`src/rtl/bit_test_set_consts.vh`:
```
// constants for the single-bit test and set instruction unit
// assumes one core clock; each state count is one clock of core_clk_in
`ifndef BIT_TEST_SET_CONSTS_VH
`define BIT_TEST_SET_CONSTS_VH
`define PFX_CB        8'hcb
`define PFX_INDEX_X   8'hdd
`define PFX_INDEX_Y   8'hfd
`define OP_GRP_SET    2'h3
`define OP_GRP_TEST   2'h1
`define REG_CODE_MEM  3'h6
`define FLAG_NEG      7
`define FLAG_NULL     6
`define FLAG_NIBBLE   4
`define FLAG_PAR      2
`define FLAG_SUB      1
`define FLAG_CARRY    0
`define STATES_REG    5'h08
`define STATES_PTR    5'h0f
`define STATES_IDX    5'h17
`define STATES_TEST_Y 5'h14
`define REG_RESET     8'h00
`endif

```
`src/rtl/bit_test_set_unit.v`:
```
// decode and execution of bit test through index_y and the bit set forms
// assumes opcode bytes arrive one per fetch strobe; memory answers reads
// on mem_rd_data_in in the cycle after mem_rd_out
//
// Function
// - index_y test reads index_y plus displacement
// - test sets null flag from bit
// - test never writes the memory byte
// - bit zero is least significant
// - bit field is plain binary index
// - register field codes, 110 is none
// - register set forces one bit only
// - pointer set targets pointer_pair byte
// - index_x set adds signed displacement
// - index_y order FD, CB, d, op
// - set forms keep all flags
// - indexed set takes 23 states
//
// Local design decisions: the strobed register port and the placing of the registers.
`include "bit_test_set_consts.vh"
module bit_test_set_unit (
  // clock and reset
  input  wire        core_clk_in,
  input  wire        rst_b_in,
  // fetch path
  input  wire        fetch_vld_in,
  input  wire [7:0]  fetch_byte_in,
  output reg         fetch_rdy_out,
  // address registers
  input  wire [15:0] index_x_in,
  input  wire [15:0] index_y_in,
  input  wire [15:0] pointer_pair_in,
  // memory bus
  output reg  [15:0] mem_addr_out,
  output reg         mem_rd_out,
  output reg         mem_wr_out,
  output reg  [7:0]  mem_wr_data_out,
  input  wire [7:0]  mem_rd_data_in,
  // register read and write port
  input  wire [7:0]  gpr_rd_data_in,
  output reg  [2:0]  gpr_sel_out,
  output reg         gpr_wr_out,
  output reg  [7:0]  gpr_wr_data_out,
  // status
  input  wire [7:0]  status_byte_in,
  output reg  [7:0]  status_byte_reg_out,
  output reg         status_wr_out,
  output reg         done_out
);
  localparam S_IDLE = 3'h0;
  localparam S_PFX  = 3'h1;
  localparam S_DISP = 3'h2;
  localparam S_OP   = 3'h3;
  localparam S_WAIT = 3'h4;
  localparam S_RD   = 3'h5;
  localparam S_WR   = 3'h6;
  localparam S_END  = 3'h7;

  reg [2:0]  state_ff;
  reg [2:0]  nxt_state;
  reg [1:0]  idx_ff;
  reg [1:0]  nxt_idx;
  reg [7:0]  disp_ff;
  reg [7:0]  nxt_disp;
  reg [7:0]  op_ff;
  reg [7:0]  nxt_op;
  reg [4:0]  cnt_ff;
  reg [4:0]  nxt_cnt;
  reg [15:0] nxt_addr;
  reg        nxt_rd;
  reg        nxt_wr;
  reg [7:0]  nxt_wdata;
  reg [2:0]  nxt_gsel;
  reg        nxt_gwr;
  reg [7:0]  nxt_gdata;
  reg [7:0]  nxt_status;
  reg        nxt_swr;
  reg        nxt_done;
  reg        nxt_rdy;

  wire [7:0] operand;
  wire [7:0] set_val;
  wire       bit_val;
  wire       is_test;
  wire       is_mem;

  // sign-extended displacement add
  function [15:0] index_sum;
    input [15:0] base;
    input [7:0]  d;
    begin
      index_sum = base + {{8{d[7]}}, d};
    end
  endfunction

  // idx_ff: 0 none, 1 index_x, 2 index_y
  assign operand = (state_ff == S_RD) ? mem_rd_data_in : gpr_rd_data_in;
  assign is_test = (op_ff[7:6] == `OP_GRP_TEST);
  assign is_mem  = (op_ff[2:0] == `REG_CODE_MEM);

  bit_select u_sel (
    .data_in (operand),
    .sel_in  (op_ff[5:3]),
    .set_out (set_val),
    .bit_out (bit_val)
  );

  always @* begin
    nxt_state  = state_ff;
    nxt_idx    = idx_ff;
    nxt_disp   = disp_ff;
    nxt_op     = op_ff;
    nxt_cnt    = cnt_ff;
    nxt_addr   = mem_addr_out;
    nxt_rd     = 1'b0;
    nxt_wr     = 1'b0;
    nxt_wdata  = mem_wr_data_out;
    nxt_gsel   = gpr_sel_out;
    nxt_gwr    = 1'b0;
    nxt_gdata  = gpr_wr_data_out;
    nxt_status = status_byte_reg_out;
    nxt_swr    = 1'b0;
    nxt_done   = 1'b0;
    nxt_rdy    = fetch_rdy_out;
    if (cnt_ff != 5'h00)
      nxt_cnt = cnt_ff - 5'h01;
    case (state_ff)
      S_IDLE: begin
        nxt_rdy = 1'b1;
        if (fetch_vld_in && fetch_rdy_out) begin
          nxt_cnt = 5'h01;
          if (fetch_byte_in == `PFX_CB) begin
            nxt_idx   = 2'h0;
            nxt_state = S_OP;
          end else if (fetch_byte_in == `PFX_INDEX_X) begin
            nxt_idx   = 2'h1;
            nxt_state = S_PFX;
          end else if (fetch_byte_in == `PFX_INDEX_Y) begin
            nxt_idx   = 2'h2;
            nxt_state = S_PFX;
          end
        end
      end
      S_PFX: begin
        if (fetch_vld_in && fetch_rdy_out)
          nxt_state = (fetch_byte_in == `PFX_CB) ? S_DISP : S_IDLE;
      end
      S_DISP: begin
        if (fetch_vld_in && fetch_rdy_out) begin
          nxt_disp  = fetch_byte_in;
          nxt_state = S_OP;
        end
      end
      S_OP: begin
        if (fetch_vld_in && fetch_rdy_out) begin
          nxt_op   = fetch_byte_in;
          nxt_rdy  = 1'b0;
          nxt_gsel = fetch_byte_in[2:0];
          nxt_state = S_IDLE;
          if (fetch_byte_in[7:6] == `OP_GRP_SET) begin
            nxt_state = S_WAIT;
            if (idx_ff == 2'h0 && fetch_byte_in[2:0] != `REG_CODE_MEM)
              nxt_cnt = `STATES_REG - 5'h01;
            else if (idx_ff == 2'h0)
              nxt_cnt = `STATES_PTR - 5'h01;
            else
              nxt_cnt = `STATES_IDX - 5'h03;
          end else if (fetch_byte_in[7:6] == `OP_GRP_TEST && idx_ff == 2'h2 &&
                       fetch_byte_in[2:0] == `REG_CODE_MEM) begin
            nxt_state = S_WAIT;
            nxt_cnt   = `STATES_TEST_Y - 5'h03;
          end else begin
            nxt_rdy = 1'b1;
          end
          if (nxt_state == S_WAIT) begin
            if (fetch_byte_in[2:0] == `REG_CODE_MEM) begin
              if (idx_ff == 2'h1)
                nxt_addr = index_sum(index_x_in, disp_ff);
              else if (idx_ff == 2'h2)
                nxt_addr = index_sum(index_y_in, disp_ff);
              else
                nxt_addr = pointer_pair_in;
            end
          end
        end
      end
      S_WAIT: begin
        if (is_mem) begin
          // read before write
          // read data arrive one cycle after the strobe
          if (cnt_ff == 5'h05)
            nxt_rd = 1'b1;
          else if (cnt_ff == 5'h04)
            nxt_state = S_RD;
        end else if (cnt_ff == 5'h03) begin
          nxt_gdata = set_val;
          nxt_gwr   = 1'b1;
          nxt_state = S_END;
        end
      end
      S_RD: begin
        if (is_test) begin
          nxt_status = status_byte_in;
          nxt_status[`FLAG_NULL]    = ~bit_val;
          nxt_status[`FLAG_NIBBLE]  = 1'b1;
          nxt_status[`FLAG_SUB]     = 1'b0;
          nxt_swr   = 1'b1;
          nxt_state = S_END;
        end else begin
          nxt_wdata = set_val;
          nxt_wr    = 1'b1;
          nxt_state = S_WR;
        end
      end
      S_WR: begin
        nxt_state = S_END;
      end
      S_END: begin
        if (cnt_ff <= 5'h01) begin
          nxt_done  = 1'b1;
          nxt_rdy   = 1'b1;
          nxt_state = S_IDLE;
        end
      end
      default: begin
        nxt_state = S_IDLE;
      end
    endcase
  end

  always @(posedge core_clk_in or negedge rst_b_in) begin
    if (!rst_b_in) begin
      state_ff            <= S_IDLE;
      idx_ff              <= 2'h0;
      disp_ff             <= `REG_RESET;
      op_ff               <= `REG_RESET;
      cnt_ff              <= 5'h00;
      mem_addr_out        <= 16'h0000;
      mem_rd_out          <= 1'b0;
      mem_wr_out          <= 1'b0;
      mem_wr_data_out     <= `REG_RESET;
      gpr_sel_out         <= 3'h0;
      gpr_wr_out          <= 1'b0;
      gpr_wr_data_out     <= `REG_RESET;
      status_byte_reg_out <= `REG_RESET;
      status_wr_out       <= 1'b0;
      done_out            <= 1'b0;
      fetch_rdy_out       <= 1'b0;
    end else begin
      state_ff            <= nxt_state;
      idx_ff              <= nxt_idx;
      disp_ff             <= nxt_disp;
      op_ff               <= nxt_op;
      cnt_ff              <= nxt_cnt;
      mem_addr_out        <= nxt_addr;
      mem_rd_out          <= nxt_rd;
      mem_wr_out          <= nxt_wr;
      mem_wr_data_out     <= nxt_wdata;
      gpr_sel_out         <= nxt_gsel;
      gpr_wr_out          <= nxt_gwr;
      gpr_wr_data_out     <= nxt_gdata;
      status_byte_reg_out <= nxt_status;
      status_wr_out       <= nxt_swr;
      done_out            <= nxt_done;
      fetch_rdy_out       <= nxt_rdy;
    end
  end
endmodule // bit_test_set_unit

```
`src/rtl/bit_select.v`:
```
// bit mask and bit pick for a 3-bit binary bit index
// assumes bit 0 is the least significant bit
module bit_select (
  // operand
  input  wire [7:0] data_in,
  input  wire [2:0] sel_in,
  // results
  output wire [7:0] set_out,
  output wire       bit_out
);
  wire [7:0] mask;
  assign mask    = 8'h01 << sel_in;
  assign bit_out = |(data_in & mask);
  assign set_out = data_in | mask;
endmodule // bit_select

```
`config.mk`:
```
export PLATFORM = sky130hd
export DESIGN_NAME = bit_test_set_unit
export DESIGN_NICKNAME = d
export VERILOG_FILES = /design/src/rtl/bit_test_set_unit.v /design/src/rtl/bit_select.v
export VERILOG_INCLUDE_DIRS = /design/src /design/src/rtl
export SDC_FILE = /design/constraint.sdc
export NUM_CORES = 1
export LEC_CHECK = 0
export ABC_CLOCK_PERIOD_IN_PS = 3270
export BUFFER_PORTS_ARGS = -buffer_cell sky130_fd_sc_hd__buf_4
export CAP_MARGIN = 20
export CELL_PAD_IN_SITES_DETAIL_PLACEMENT = 1
export CELL_PAD_IN_SITES_GLOBAL_PLACEMENT = 2
export CORE_UTILIZATION = 32
export CTS_BUF_LIST = sky130_fd_sc_hd__clkbuf_16
export DETAILED_ROUTE_END_ITERATION = 8
export GPL_TIMING_DRIVEN = 1
export PLACE_DENSITY_LB_ADDON = 0.2
export SYNTH_ARGS = -nofsm -noshare
export SYNTH_HDL_FRONTEND = slang
export SYNTH_SLANG_ARGS = --single-unit
```
`constraint.sdc`:
```
create_clock -name core_clk_in -period 3.27 [get_ports core_clk_in]
set_input_delay 0.1635 -clock core_clk_in [delete_from_list [all_inputs] [get_ports core_clk_in]]
set_output_delay 0.1635 -clock core_clk_in [all_outputs]
set_load 0.01 [all_outputs]
```
Word level (Yosys, flattened, before mapping)
Index checks and enable logic that the tools add are counted.

word-level totals
  flip-flop bits (word level) = 74
  bits in latches = 0
  bits in writable memories = 0
  memory bits (read-only) = 0
  input bits = 83
  output and inout bits = 49
  logic and storage cells = 126
  memories kept = 0

cells by class
  $add $sub $neg = 3
  multipliers = 0
  div/mod/pow operators = 0
  $lt $le $gt $ge = 1
  equality and inequality tests = 31
  shifts and indexed selects = 1
  mux-type cells = 50
  bitwise operators = 5
  reductions and logical operators = 19

operators with widths
  operator             number
  $mux 3               16
  $mux 5               7
  $add 16x16->16       2
  $mux 16              2
  $eq 8x8->1 const B   3
  $pmux 3 s8           1
  $eq 3x3->1 const B   7
  $mux 1               17
  $ne 3x3->1 const B   4
  $eq 5x3->1 const B   2
  $ne 2x2->1 const B   5
  $pmux 5 s2           1
  $reduce_and 3->1     3
  $reduce_and 9->1     1
  $and 8x8->8          1
  $mux 2               4
  $mux 8               1
  $or 8x8->8           1
  $reduce_and 2->1     4
  $reduce_or 8->1      1
  $shl 1x3->8 const A  1
  $eq 2x1->1 const B   3
  $eq 3x2->1 const B   2
  $reduce_bool 3->1    2
  13 further kinds     19

Depth between registers and ports, before layout
Gate-level depths: netlist of the first run.

  depth in word-level cells = 9
  gate-level depth with buffers = 9
  depth with buffers taken out = 9

Modules after synthesis
From an unflattened synthesis of the first run, not the netlist that was laid out.

unflattened totals
  cell total of the unflattened synthesis = 564
  area total of the unflattened synthesis = 5,058.6 µm²

by module, submodules not included
  module             times used  cells an instance  area an instance (µm²)  sequential area each (µm²)
  bit_test_set_unit  1           545                4,892.2                 1,776.7
  bit_select         1           19                 166.4                   0.0

Worst setup path after synthesis of the first run
Ideal clock, no wire load.

  path type = reg-to-reg
  start point = reg disp_ff[7]
  end point = reg mem_addr_out[14]
  setup time = 123 ps
  data arrival time = 2,364 ps
  required time = 3,147 ps
  slack = 783 ps
  stages on the path, launching flop included = 9
  buffers on the path = 0
  clock period less this slack = 2,487 ps
  path through = dfrtp_1 > ha_1 > and2_4 > a221o_1 > a31oi_4 > o211ai_2 > mux2_4 > a221oi_2 > nor2_1

between the ends
  cells in the longest elaborated chain, start to end = 3
  elaborated cells between the ends (all ways) = 4
  classes of those cells = add/sub (2); mux (2)

ends and longest elaborated chain
  element                 RTL line                 source
  from (decl)             bit_test_set_unit.v:63   reg [7:0] disp_ff;
  from (signal assigned)  bit_test_set_unit.v:235  disp_ff <= `REG_RESET;
  from (signal assigned)  bit_test_set_unit.v:252  disp_ff <= nxt_disp;
  $add 16x16->16          bit_test_set_unit.v:92   index_sum = base + {{8{d[7]}}, d};
  $mux 16                 bit_test_set_unit.v:179  else if (idx_ff == 2'h2)
  $mux 16 (*)             bit_test_set_unit.v:177  if (idx_ff == 2'h1)
  to (signal assigned)    bit_test_set_unit.v:255  mem_addr_out <= nxt_addr;
  to (decl)               bit_test_set_unit.v:34   output reg [15:0] mem_addr_out,

Mark *: on every way between the ends. The rest lies on a longest branch, timed or not.
A chain may end at the register's enable or synchronous reset.

Final worst setup path of the first run
  start point = reg disp_ff[0]
  end point = reg mem_addr_out[12]

The elaborated chain is that of the path after synthesis.

==> flow_summary.yaml, run 1 <==
logic_synthesis:
  yosys.area.top_type: "dfrtp_1"
  yosysWarnings: 0
  async_reset_ff_frac: 1.000
  synthFlopType: "dfrtp_1"
  synth_edf_count: 0
  syn-num-nets: 702
  ys_seq_elements: 71
  ys_seq_area_frac: 0.3403
  synth_top_area_share: 0.3403
  yosys-top-cells-area: "dfrtp_1 (34%), ha_1 (8.1%), mux2_2 (5.8%)"
  ys_top_cells_by_count: "dfrtp_1 (71), nand2_1 (64), nor2_1 (53)"
  synthCells: 583
  synth_area_sq_um: 5221
  yosysUniqueCellTypes: 67
  avgSynthCellArea_sq_um: 8.956
  yosysMostFrequentCell: "dfrtp_1"
timing:
  hold_slack_ps: -37.40
  period_share: 0.8241
  max_slew_margin: 0.3753
  tns_ps: 0
  rsz0062_at_grt: "no"
  setup_violations: 0
  hold_violations: 38
  fmax_ghz: 0.3711
  slew_viol_final: 0
  setup_slack_ps: 575.1
  fin_crit_ps: 2695
  tightest_slew_ps: 937.1
  finalClockSkew_ps: 6.115
power:
  total_power_w: 0.005220
  switching_share: 0.4200
  p_int_w: 0.003028
  p_seq_frac: 0.266
  p_comb_frac: 0.528
  pwr-share-clk: 0.207
  cellLeakagePower_nw: 3.110
  power.switching_w: 0.002193
  irDropWorstVdd_mv: 0.2700
  powerDensity_nw_per_um2: 778.5
final_layout:
  num_antenna_cells: 0
  fin_util: 0.4221
  layout-drive-gt1-share: 0.2891
  fill_cells: 1919
  finalNetCount: 823
  area_delta_synth_final_pct: 28.42
setup_path:
  endpoint_kind: "flop"
  worstRegToRegCells: 9
  start_kind: "flop"
  path_class: "reg -> reg"
  r2r_setup_slack_ps: 580
  cp_max_fo: 3
  crit_required_ps: 3490
  worstPathArrival_ps: 2910
placement:
  gp_congestion: 0.9100
  io_buffers: 127
  dpl.hpwl_um: 12870
  place_ws_ps: 566.1
clocking:
  cts_tree: "built"
  postCtsHoldBufs: 0
  cts_resized: 0
  htree_num_levels: 3
  clk_pin_slew_ps: 60
  cts_made_buffers: 9
  clk_latency_ps: 340
  cts.sinks: 71
  cts_root_buffer: "clkbuf_16"
  post_cts_buffers: 0
  clockBufferDepth: 2
global_routing:
  grt_max_degree: 72
  antenna_found_initial: 0
  grt_pass1_vias: 4938
  grt_overflow: 0
  grt_pass1_wl_um: 26030
  grt_use_total: 0.2037
hold_path:
  hold_class: "in -> async"
outcome:
  status: "complete, but fails checks"
  violations: "hold timing"
detailed_routing:
  drc: 0
  antenna_left: 0
  drt_iter0_drc: 181
  routed_wl_um: 16390
  first_pass_iters: 4
  wl_per_cell_um: 17.72
  vias: 4780
  routed_via_density: 5.168
floorplanning:
  core_sq_um: 15890
  io-pin-count: 132
  start_util: 0.3287
  die_h_um: 129.7
  fp.dieW_um: 129.7
  die_area_sq_um: 16830
  rows: 46
flow_run:
  drv_cap: 0
[final cells by class]
cell class | instances | area, sq um | share of cell area
well taps | 216 | 270.3 | 0.04031
multi-input cells | 465 | 3232 | 0.4820
flip-flops and latches | 71 | 1777 | 0.2650
clock inverters | 7 | 97.59 | 0.01455
clock buffers | 9 | 225.2 | 0.03359
repair buffers | 137 | 1028 | 0.1534
inverters | 20 | 75.07 | 0.01120
[layer usage]
| layer | global-route usage | up-vias | wire, um | part of all wire |
|---|---|---|---|---|
| met1 | 0.2647 | 2298 | 7476 | 0.46 |
| met4 | 0.05130 | 0 | 172 | 0.010 |
| met2 | 0.3498 | 124 | 7986 | 0.49 |
| li1 | - | 2347 | - | - |
| met5 | 0 | - | 0 | 0 |
| met3 | 0.03567 | 11 | 757 | 0.046 |
[kinds of logic (layout without fill, tap and decap cells)]
| group | count (synthesis) | in the layout | share of synthesized area |
|---|---|---|---|
| simple gates | 190 | 190 | 0.1730 |
| xor+xnor | 31 | 31 | 0.05200 |
| compound gates | 165 | 165 | 0.2138 |
| flops | 71 | 71 | 0.3403 |
| mux | 42 | 42 | 0.09034 |
| fa+ha+maj | 36 | 36 | 0.08915 |
| other cells | 1 | 1 | 0.0007182 |
| buf+inv | 47 | 173 | 0.04074 |
[power by group through the flow]
stage	clock (W)	sequential, W	combinational, W
after floorplan	0	0.00134	0.00198
after global placement	0	0.00139	0.00269
after detailed placement	0	0.00141	0.00276
after CTS	0.00110	0.00139	0.00278
after global routing	0.00114	0.00144	0.00308
final	0.00108	0.00139	0.00275
[registers in the layout, summed over array words and instances (netlist names), 2 cells and up]
name and count:
mem_addr_out 16, disp_ff 8, gpr_wr_data_out 8, mem_wr_data_out 8, status_byte_reg_out 7, op_ff 6, cnt_ff 5, state_ff 3
gpr_sel_out 2, idx_ff 2
[layout by cell type (no fill, tap or decap), types with 7 or more instances in the layout]
cell type	netlist	final
xnor2_1	23	23
nor2_1	53	53
ha_1	34	34
xor2_1	8	8
nand3_1	14	14
a21oi_1	46	46
o21ai_0	43	43
nor3_1	11	11
mux2i_1	13	13
nand2_1	64	64
inv_1	20	20
dfrtp_1	71	71
o31ai_1	8	8
a21o_1	8	8
clkbuf_16	0	9
o21a_1	7	7
buf_4	6	137
mux2_2	27	27
[stage by stage]
stage / instance area (sq um) / instances
final: 6705 / 925
after global routing: 6705 / 925
after CTS: 6705 / 925
after detailed placement: 6382 / 909
after global placement: 6382 / 909
after floorplan: 5221 / 583
[worst max-delay path, stage by stage, from the launching register on]
cell and delay [ps]:
dfrtp_1 400, ha_1 260, fa_1 460, a211o_1 360, a21oi_1 240, o221ai_2 180, a41oi_2 240, xnor2_1 90
a221oi_1 240, a21oi_1 100
[path summary, 6_finish.rpt]
check,start,endpoint
worst min register to register,status_byte_reg_out[4]$_DFFE_PN0P_,status_byte_reg_out[4]$_DFFE_PN0P_
worst max-delay path,disp_ff[0]$_DFFE_PN0P_,mem_addr_out[12]$_DFFE_PN0P_
worst min-delay path,rst_b_in,mem_addr_out[0]$_DFFE_PN0P_
min in group core_clk_in,status_byte_in[7],status_byte_reg_out[7]$_DFFE_PN0P_
worst max register to register,disp_ff[0]$_DFFE_PN0P_,mem_addr_out[12]$_DFFE_PN0P_
max in group asynchronous,rst_b_in,status_byte_reg_out[4]$_DFFE_PN0P_
Power figures use the tool's default switching activity.
==> inputs of run 2 (changes only) <==
--- a/config.mk
+++ b/config.mk
@@ -6,7 +6,7 @@
 export SDC_FILE = /design/constraint.sdc
 export NUM_CORES = 1
 export LEC_CHECK = 0
-export ABC_CLOCK_PERIOD_IN_PS = 3270
+export ABC_CLOCK_PERIOD_IN_PS = 2750
 export BUFFER_PORTS_ARGS = -buffer_cell sky130_fd_sc_hd__buf_4
 export CAP_MARGIN = 20
 export CELL_PAD_IN_SITES_DETAIL_PLACEMENT = 1
==> constraint.sdc (replaced) <==
create_clock -name core_clk_in -period 2.75 [get_ports core_clk_in]
set_input_delay 0.1375 -clock core_clk_in [delete_from_list [all_inputs] [get_ports core_clk_in]]
set_output_delay 0.1375 -clock core_clk_in [all_outputs]
set_load 0.01 [all_outputs]
==> run 2 against run 1 <==
Effect of this change:
- the flow now finishes without violations
- fmax grew 2.5%
- worst hold slack gained 72 ps
- sequential cell count is the same
- routed wire length grew 0.70%
- combinational power grew 21%
- sequential power grew 18%
- sequential share of layout area shrank 0.099 points
- clock power grew 10%
- core utilization grew 0.19 points
- cell count grew 0.54%
- critical path type unchanged
- critical endpoint is now mem_addr_out[14]$_DFFE_PN0P_
- largest power group unchanged
- highest routed layer unchanged
==> flow_summary.yaml, run 2 (synthesis results as in run 1) <==
outcome:
  status: "completed"
timing:
  fin_crit_ps: 2628
  finalClockSkew_ps: 5.889
  max_slew_margin: 0.3572
  slew_viol_final: 0
  fmax_ghz: 0.3804
  period_share: 0.9558
  tns_ps: 0
  setup_violations: 0
  tightest_slew_ps: 964.2
  rsz0062_at_grt: "no"
  hold_violations: 0
final_layout:
  layout-drive-gt1-share: 0.2983
  final_cell_mix: "buf_4 (141), dfrtp_1 (70), nand2_1 (64), nor2_1 (53), a21oi_1 (45)"
  finalNetCount: 828
  fin_util: 0.4240
  num_antenna_cells: 0
  final_common_cell: "buf_4"
  largest_register: "mem_addr_out"
  area_delta_synth_final_pct: 29.00
  fill_cells: 1882
  largest_reg_flops: 16
detailed_routing:
  first_pass_iters: 4
  antenna_left: 0
  routed_via_density: 5.189
  drc: 0
  vias: 4826
  routed_wl_um: 16510
  wl_per_cell_um: 17.75
  drt_iter0_drc: 255
clocking:
  cts_root_buffer: "clkbuf_16"
  cts_made_buffers: 9
  clk_latency_ps: 350
  clk_pin_slew_ps: 60
  post_cts_buffers: 0
  cts.sinks: 71
  htree_num_levels: 3
  cts_tree: "built"
  clockBufferDepth: 2
global_routing:
  grt_use_total: 0.2059
  grt_pass1_wl_um: 26340
  grt_overflow: 0
  grt_pass1_vias: 5100
  grt_max_degree: 72
  antenna_found_initial: 0
hold_path:
  hold_class: "in -> reg"
flow_run:
  drv_cap: 0
power:
  powerDensity_nw_per_um2: 912.8
  cellLeakagePower_nw: 3.116
  irDropWorstVdd_mv: 0.2985
floorplanning:
  core_sq_um: 15890
  die_h_um: 129.7
  fp.dieW_um: 129.7
  start_util: 0.3287
  io-pin-count: 132
  rows: 46
  die_area_sq_um: 16830
setup_path:
  worstPathArrival_ps: 2850
  endpoint_kind: "flop"
  critPathLaunch: "disp_ff[0]$_DFFE_PN0P_"
  r2r_start: "disp_ff[0]$_DFFE_PN0P_"
  worstRegToRegCells: 9
  path_class: "reg -> reg"
  r2r_end: "mem_addr_out[14]$_DFFE_PN0P_"
  crit_required_ps: 2980
  start_kind: "flop"
  crit_path_end: "mem_addr_out[14]$_DFFE_PN0P_"
  cp_max_fo: 4
  r2r_setup_slack_ps: 120
placement:
  dpl.hpwl_um: 12970
  io_buffers: 127
  gp_congestion: 0.9082
## run 2: cell count changes in the layout (fill, tap and decap cells not counted), sizes merged
cell	change
buf	+4
bufinv	-1
clkinv	-1
clkinvlp	+2
dlygate4sd3	+1
## run 2: critical path, cell delays in order (launching register included)
cell      delay [ps]
dfrtp_1          390
ha_1             230
fa_1             450
a211oi_2         270
o21bai_2         140
a31oi_4          270
o211ai_2         120
mux2_4           320
a221oi_2         260
nor2_1            70
## run 2: per-stage QoR
stage          hold slack (ps)  area, sq um  setup slack [ps]  instances  power, W
3_5_place_dp             348.3         6412             44.54        913  0.004959
4_1_cts                  21.43         6721             26.02        930  0.006196
2_1_floorplan           -158.1         5221             263.3        583  0.003948
3_3_place_gp             336.9         6412             126.4        913  0.004863
5_1_grt                  23.11         6735             6.275        930  0.006642
6_report                 34.44         6735             121.5        930  0.006148
## run 2: power breakdown
part	internal [W]	switching, W
sequential	0.00132	0.000319
combinational	0.00151	0.00181
clock	0.000702	0.000488
## run 2: repair_timing
item                                    CTS  global route
hold endpoints to repair                 71             0
endpoints found under the setup margin    0             3
gates resized for setup                   0             4
hold buffers                              1             0
## run 2: worst min-delay path by stage
stage	start	end	slack, ps	depth (start not counted)
2_1_floorplan	rst_b_in	cnt_ff[0]$_DFF_PN0_	-160	0
3_3_place_gp	rst_b_in	fetch_rdy_out$_DFFE_PN0P_	340	1
3_5_place_dp	rst_b_in	fetch_rdy_out$_DFFE_PN0P_	350	1
4_1_cts	status_byte_in[7]	status_byte_reg_out[7]$_DFFE_PN0P_	20	2
5_1_grt	status_byte_in[5]	status_byte_reg_out[5]$_DFFE_PN0P_	20	2
6_report	status_byte_in[7]	status_byte_reg_out[7]$_DFFE_PN0P_	30	2
## run 2: routing by layer
metal  wire length, um  up-vias  global-route usage
li1                  -     2354                   -
met1              7336     2331              0.2607
met2              8153      123              0.3577
met3               718       18             0.02542
met4               298        0             0.07934
met5                 0        -                   0
## run 2: final cells by class
class | count | area (sq um) | area share
clock inverter | 7 | 73.82 | 0.01096
clock buffer | 9 | 225.2 | 0.03344
tap | 216 | 270.3 | 0.04013
inverter | 20 | 75.07 | 0.01115
timing repair buffer | 142 | 1069 | 0.1586
sequential | 71 | 1778 | 0.2640
multi-input combinational | 465 | 3244 | 0.4817
==> inputs of run 3 (changes only) <==
--- a/config.mk
+++ b/config.mk
@@ -9,9 +9,7 @@
 export ABC_CLOCK_PERIOD_IN_PS = 2750
 export BUFFER_PORTS_ARGS = -buffer_cell sky130_fd_sc_hd__buf_4
 export CAP_MARGIN = 20
-export CELL_PAD_IN_SITES_DETAIL_PLACEMENT = 1
-export CELL_PAD_IN_SITES_GLOBAL_PLACEMENT = 2
-export CORE_UTILIZATION = 32
+export CORE_UTILIZATION = 50
 export CTS_BUF_LIST = sky130_fd_sc_hd__clkbuf_16
 export DETAILED_ROUTE_END_ITERATION = 8
 export GPL_TIMING_DRIVEN = 1
==> run 3 against run 2 <==
Effect of this change:
- first-iteration DRC count decreased by 9.8%
- worst setup slack improved by 43 ps
- sequential cell count unchanged
- fmax increased by 1.7%
- cell count decreased by 9.2%
- register-to-register slack improved by 40 ps
- cell area decreased by 1.7%
- die area decreased by 36%
- via count increased by 0.64%
- sequential share of layout area increased by 0.45 points
==> flow_summary.yaml, run 3 (synthesis results as in run 1) <==
placement:
  gp_congestion: 0.9291
  io_buffers: 127
  dpl.hpwl_um: 10740
floorplanning:
  io-pin-count: 132
  rows: 36
  die_h_um: 104.2
  die_area_sq_um: 10860
  start_util: 0.5245
  core_sq_um: 9955
  fp.dieW_um: 104.2
power:
  powerDensity_nw_per_um2: 921.7
  irDropWorstVdd_mv: 0.4211
  cellLeakagePower_nw: 3.121
global_routing:
  grt_pass1_vias: 4726
  grt_pass1_wl_um: 22730
  grt_max_degree: 72
  grt_use_total: 0.2639
  antenna_found_initial: 0
  grt_overflow: 0
clocking:
  htree_num_levels: 3
  cts_tree: "built"
  post_cts_buffers: 0
  clk_pin_slew_ps: 60
  clockBufferDepth: 2
  cts_made_buffers: 9
  clk_latency_ps: 330
  cts_root_buffer: "clkbuf_16"
  cts.sinks: 71
setup_path:
  r2r_end: "mem_addr_out[12]$_DFFE_PN0P_"
  crit_required_ps: 2960
  r2r_setup_slack_ps: 160
  max_stage_delay_ps: 390
  endpoint_kind: "flop"
  critPathSlowestCell: "dfrtp_1"
  worstPathArrival_ps: 2800
  r2r_start: "disp_ff[0]$_DFFE_PN0P_"
  path_class: "reg -> reg"
  cp_max_fo: 3
  path_cells: "ha_1 > fa_2 > a211o_1 > a21oi_2 > o221ai_2 > a41oi_2 > xnor2_1 > a221oi_2 > a21oi_1"
  worstRegToRegCells: 9
  start_kind: "flop"
timing:
  finalClockSkew_ps: 8.506
  rsz0062_at_grt: "no"
  max_slew_margin: 0.4063
  tightest_slew_ps: 890.5
  fmax_ghz: 0.3868
  hold_slack_ps: 38.79
  hold_violations: 0
  setup_violations: 0
  slew_viol_final: 0
  period_share: 0.9400
  fin_crit_ps: 2585
  tns_ps: 0
final_layout:
  fill_cells: 824
  largest_register: "mem_addr_out"
  area_delta_synth_final_pct: 26.74
  largest_reg_flops: 16
  final_cell_mix: "buf_4 (139), dfrtp_1 (71), nand2_1 (64), nor2_1 (53), a21oi_1 (45)"
  final_common_cell: "buf_4"
  num_antenna_cells: 0
  finalNetCount: 826
  layout-drive-gt1-share: 0.2897
detailed_routing:
  wl_met2_um: 7073
  routed_wl_um: 13870
  drc: 0
  drt_iter0_drc: 230
  antenna_left: 0
  wl_met3_um: 881
  vias: 4857
  first_pass_iters: 5
  wl_met1_um: 5746
  routed_via_density: 5.755
  wl_per_cell_um: 16.43
  top_layer: "met4"
hold_path:
  hp-start: "status_byte_in[3]"
  worstHoldEndpoint: "status_byte_reg_out[3]$_DFFE_PN0P_"
  worstHoldPathCells: 2
  hold_class: "in -> reg"
outcome:
  status: "completed"
flow_run:
  drv_cap: 0
## run 3: cell types whose count changed in the layout (fill, tap and decap cells not counted)
| cell | before | now |
|---|---|---|
| clkinvlp_4 | 4 | 0 |
| clkinv_1 | 0 | 3 |
| buf_4 | 141 | 139 |
| bufinv_16 | 1 | 2 |
| clkinv_4 | 1 | 0 |
| dfrtp_1 | 70 | 71 |
| dfrtp_2 | 1 | 0 |
## run 3: report_power, final
group          internal [W]  switching, W  total, W
combinational       0.00150       0.00178   0.00328
sequential          0.00132      0.000310   0.00163
clock              0.000777      0.000412   0.00119
## run 3: layer usage
layer,vias to the layer above,global-route usage
met4,0,0.07959
met5,-,0
li1,2353,-
met1,2300,0.3261
met2,192,0.4719
met3,12,0.04135
## run 3: what timing repair did
action / 4_1_cts / 5_1_grt
endpoints found under the hold margin: 71 / 0
gates resized for setup: 0 / 3
hold buffers: 1 / 0
endpoints found under the setup margin: 0 / 2
## run 3: worst max-delay path by stage
| stage | endpoint | slack (ps) | start |
|---|---|---|---|
| after global placement | mem_addr_out[12]$_DFFE_PN0P_ | 130 | disp_ff[0]$_DFFE_PN0P_ |
| after floorplan | mem_addr_out[14]$_DFFE_PN0P_ | 260 | disp_ff[7]$_DFFE_PN0P_ |
| final | mem_addr_out[12]$_DFFE_PN0P_ | 160 | disp_ff[0]$_DFFE_PN0P_ |
| after CTS | mem_addr_out[12]$_DFFE_PN0P_ | 20 | disp_ff[0]$_DFFE_PN0P_ |
| after detailed placement | mem_addr_out[12]$_DFFE_PN0P_ | 30 | disp_ff[0]$_DFFE_PN0P_ |
| after global routing | mem_addr_out[14]$_DFFE_PN0P_ | 10 | disp_ff[0]$_DFFE_PN0P_ |
## run 3: area by class of cell
cell class              count  area, sq um  share of cell area
inverters                  20        75.07             0.01134
multi-input cells         465         3244              0.4903
clock buffers               9        225.2             0.03403
flip-flops and latches     71         1777              0.2685
repair buffers            140         1054              0.1592
well taps                 133        166.4             0.02515
clock inverters             6        76.32             0.01153
## run 3: worst max-delay path: cells and delay by family (launching register included)
kind,cells,cell delay (ps)
compound gates,6,1290
xor+xnor,1,120
fa+ha+maj,2,650
flops,1,390
## run 3: metrics by stage
stage	worst slack, ps	utilization	total power [W]	instance area, sq um	std cells
after floorplan	263.3	-	0.003948	5221	583
after global placement	134.0	0.6322	0.004738	6294	828
after detailed placement	29.22	0.6322	0.004851	6294	828
after CTS	22.60	0.6635	0.006075	6605	844
after global routing	12.89	0.6648	0.006544	6618	844
final	164.9	0.6648	0.006099	6618	844
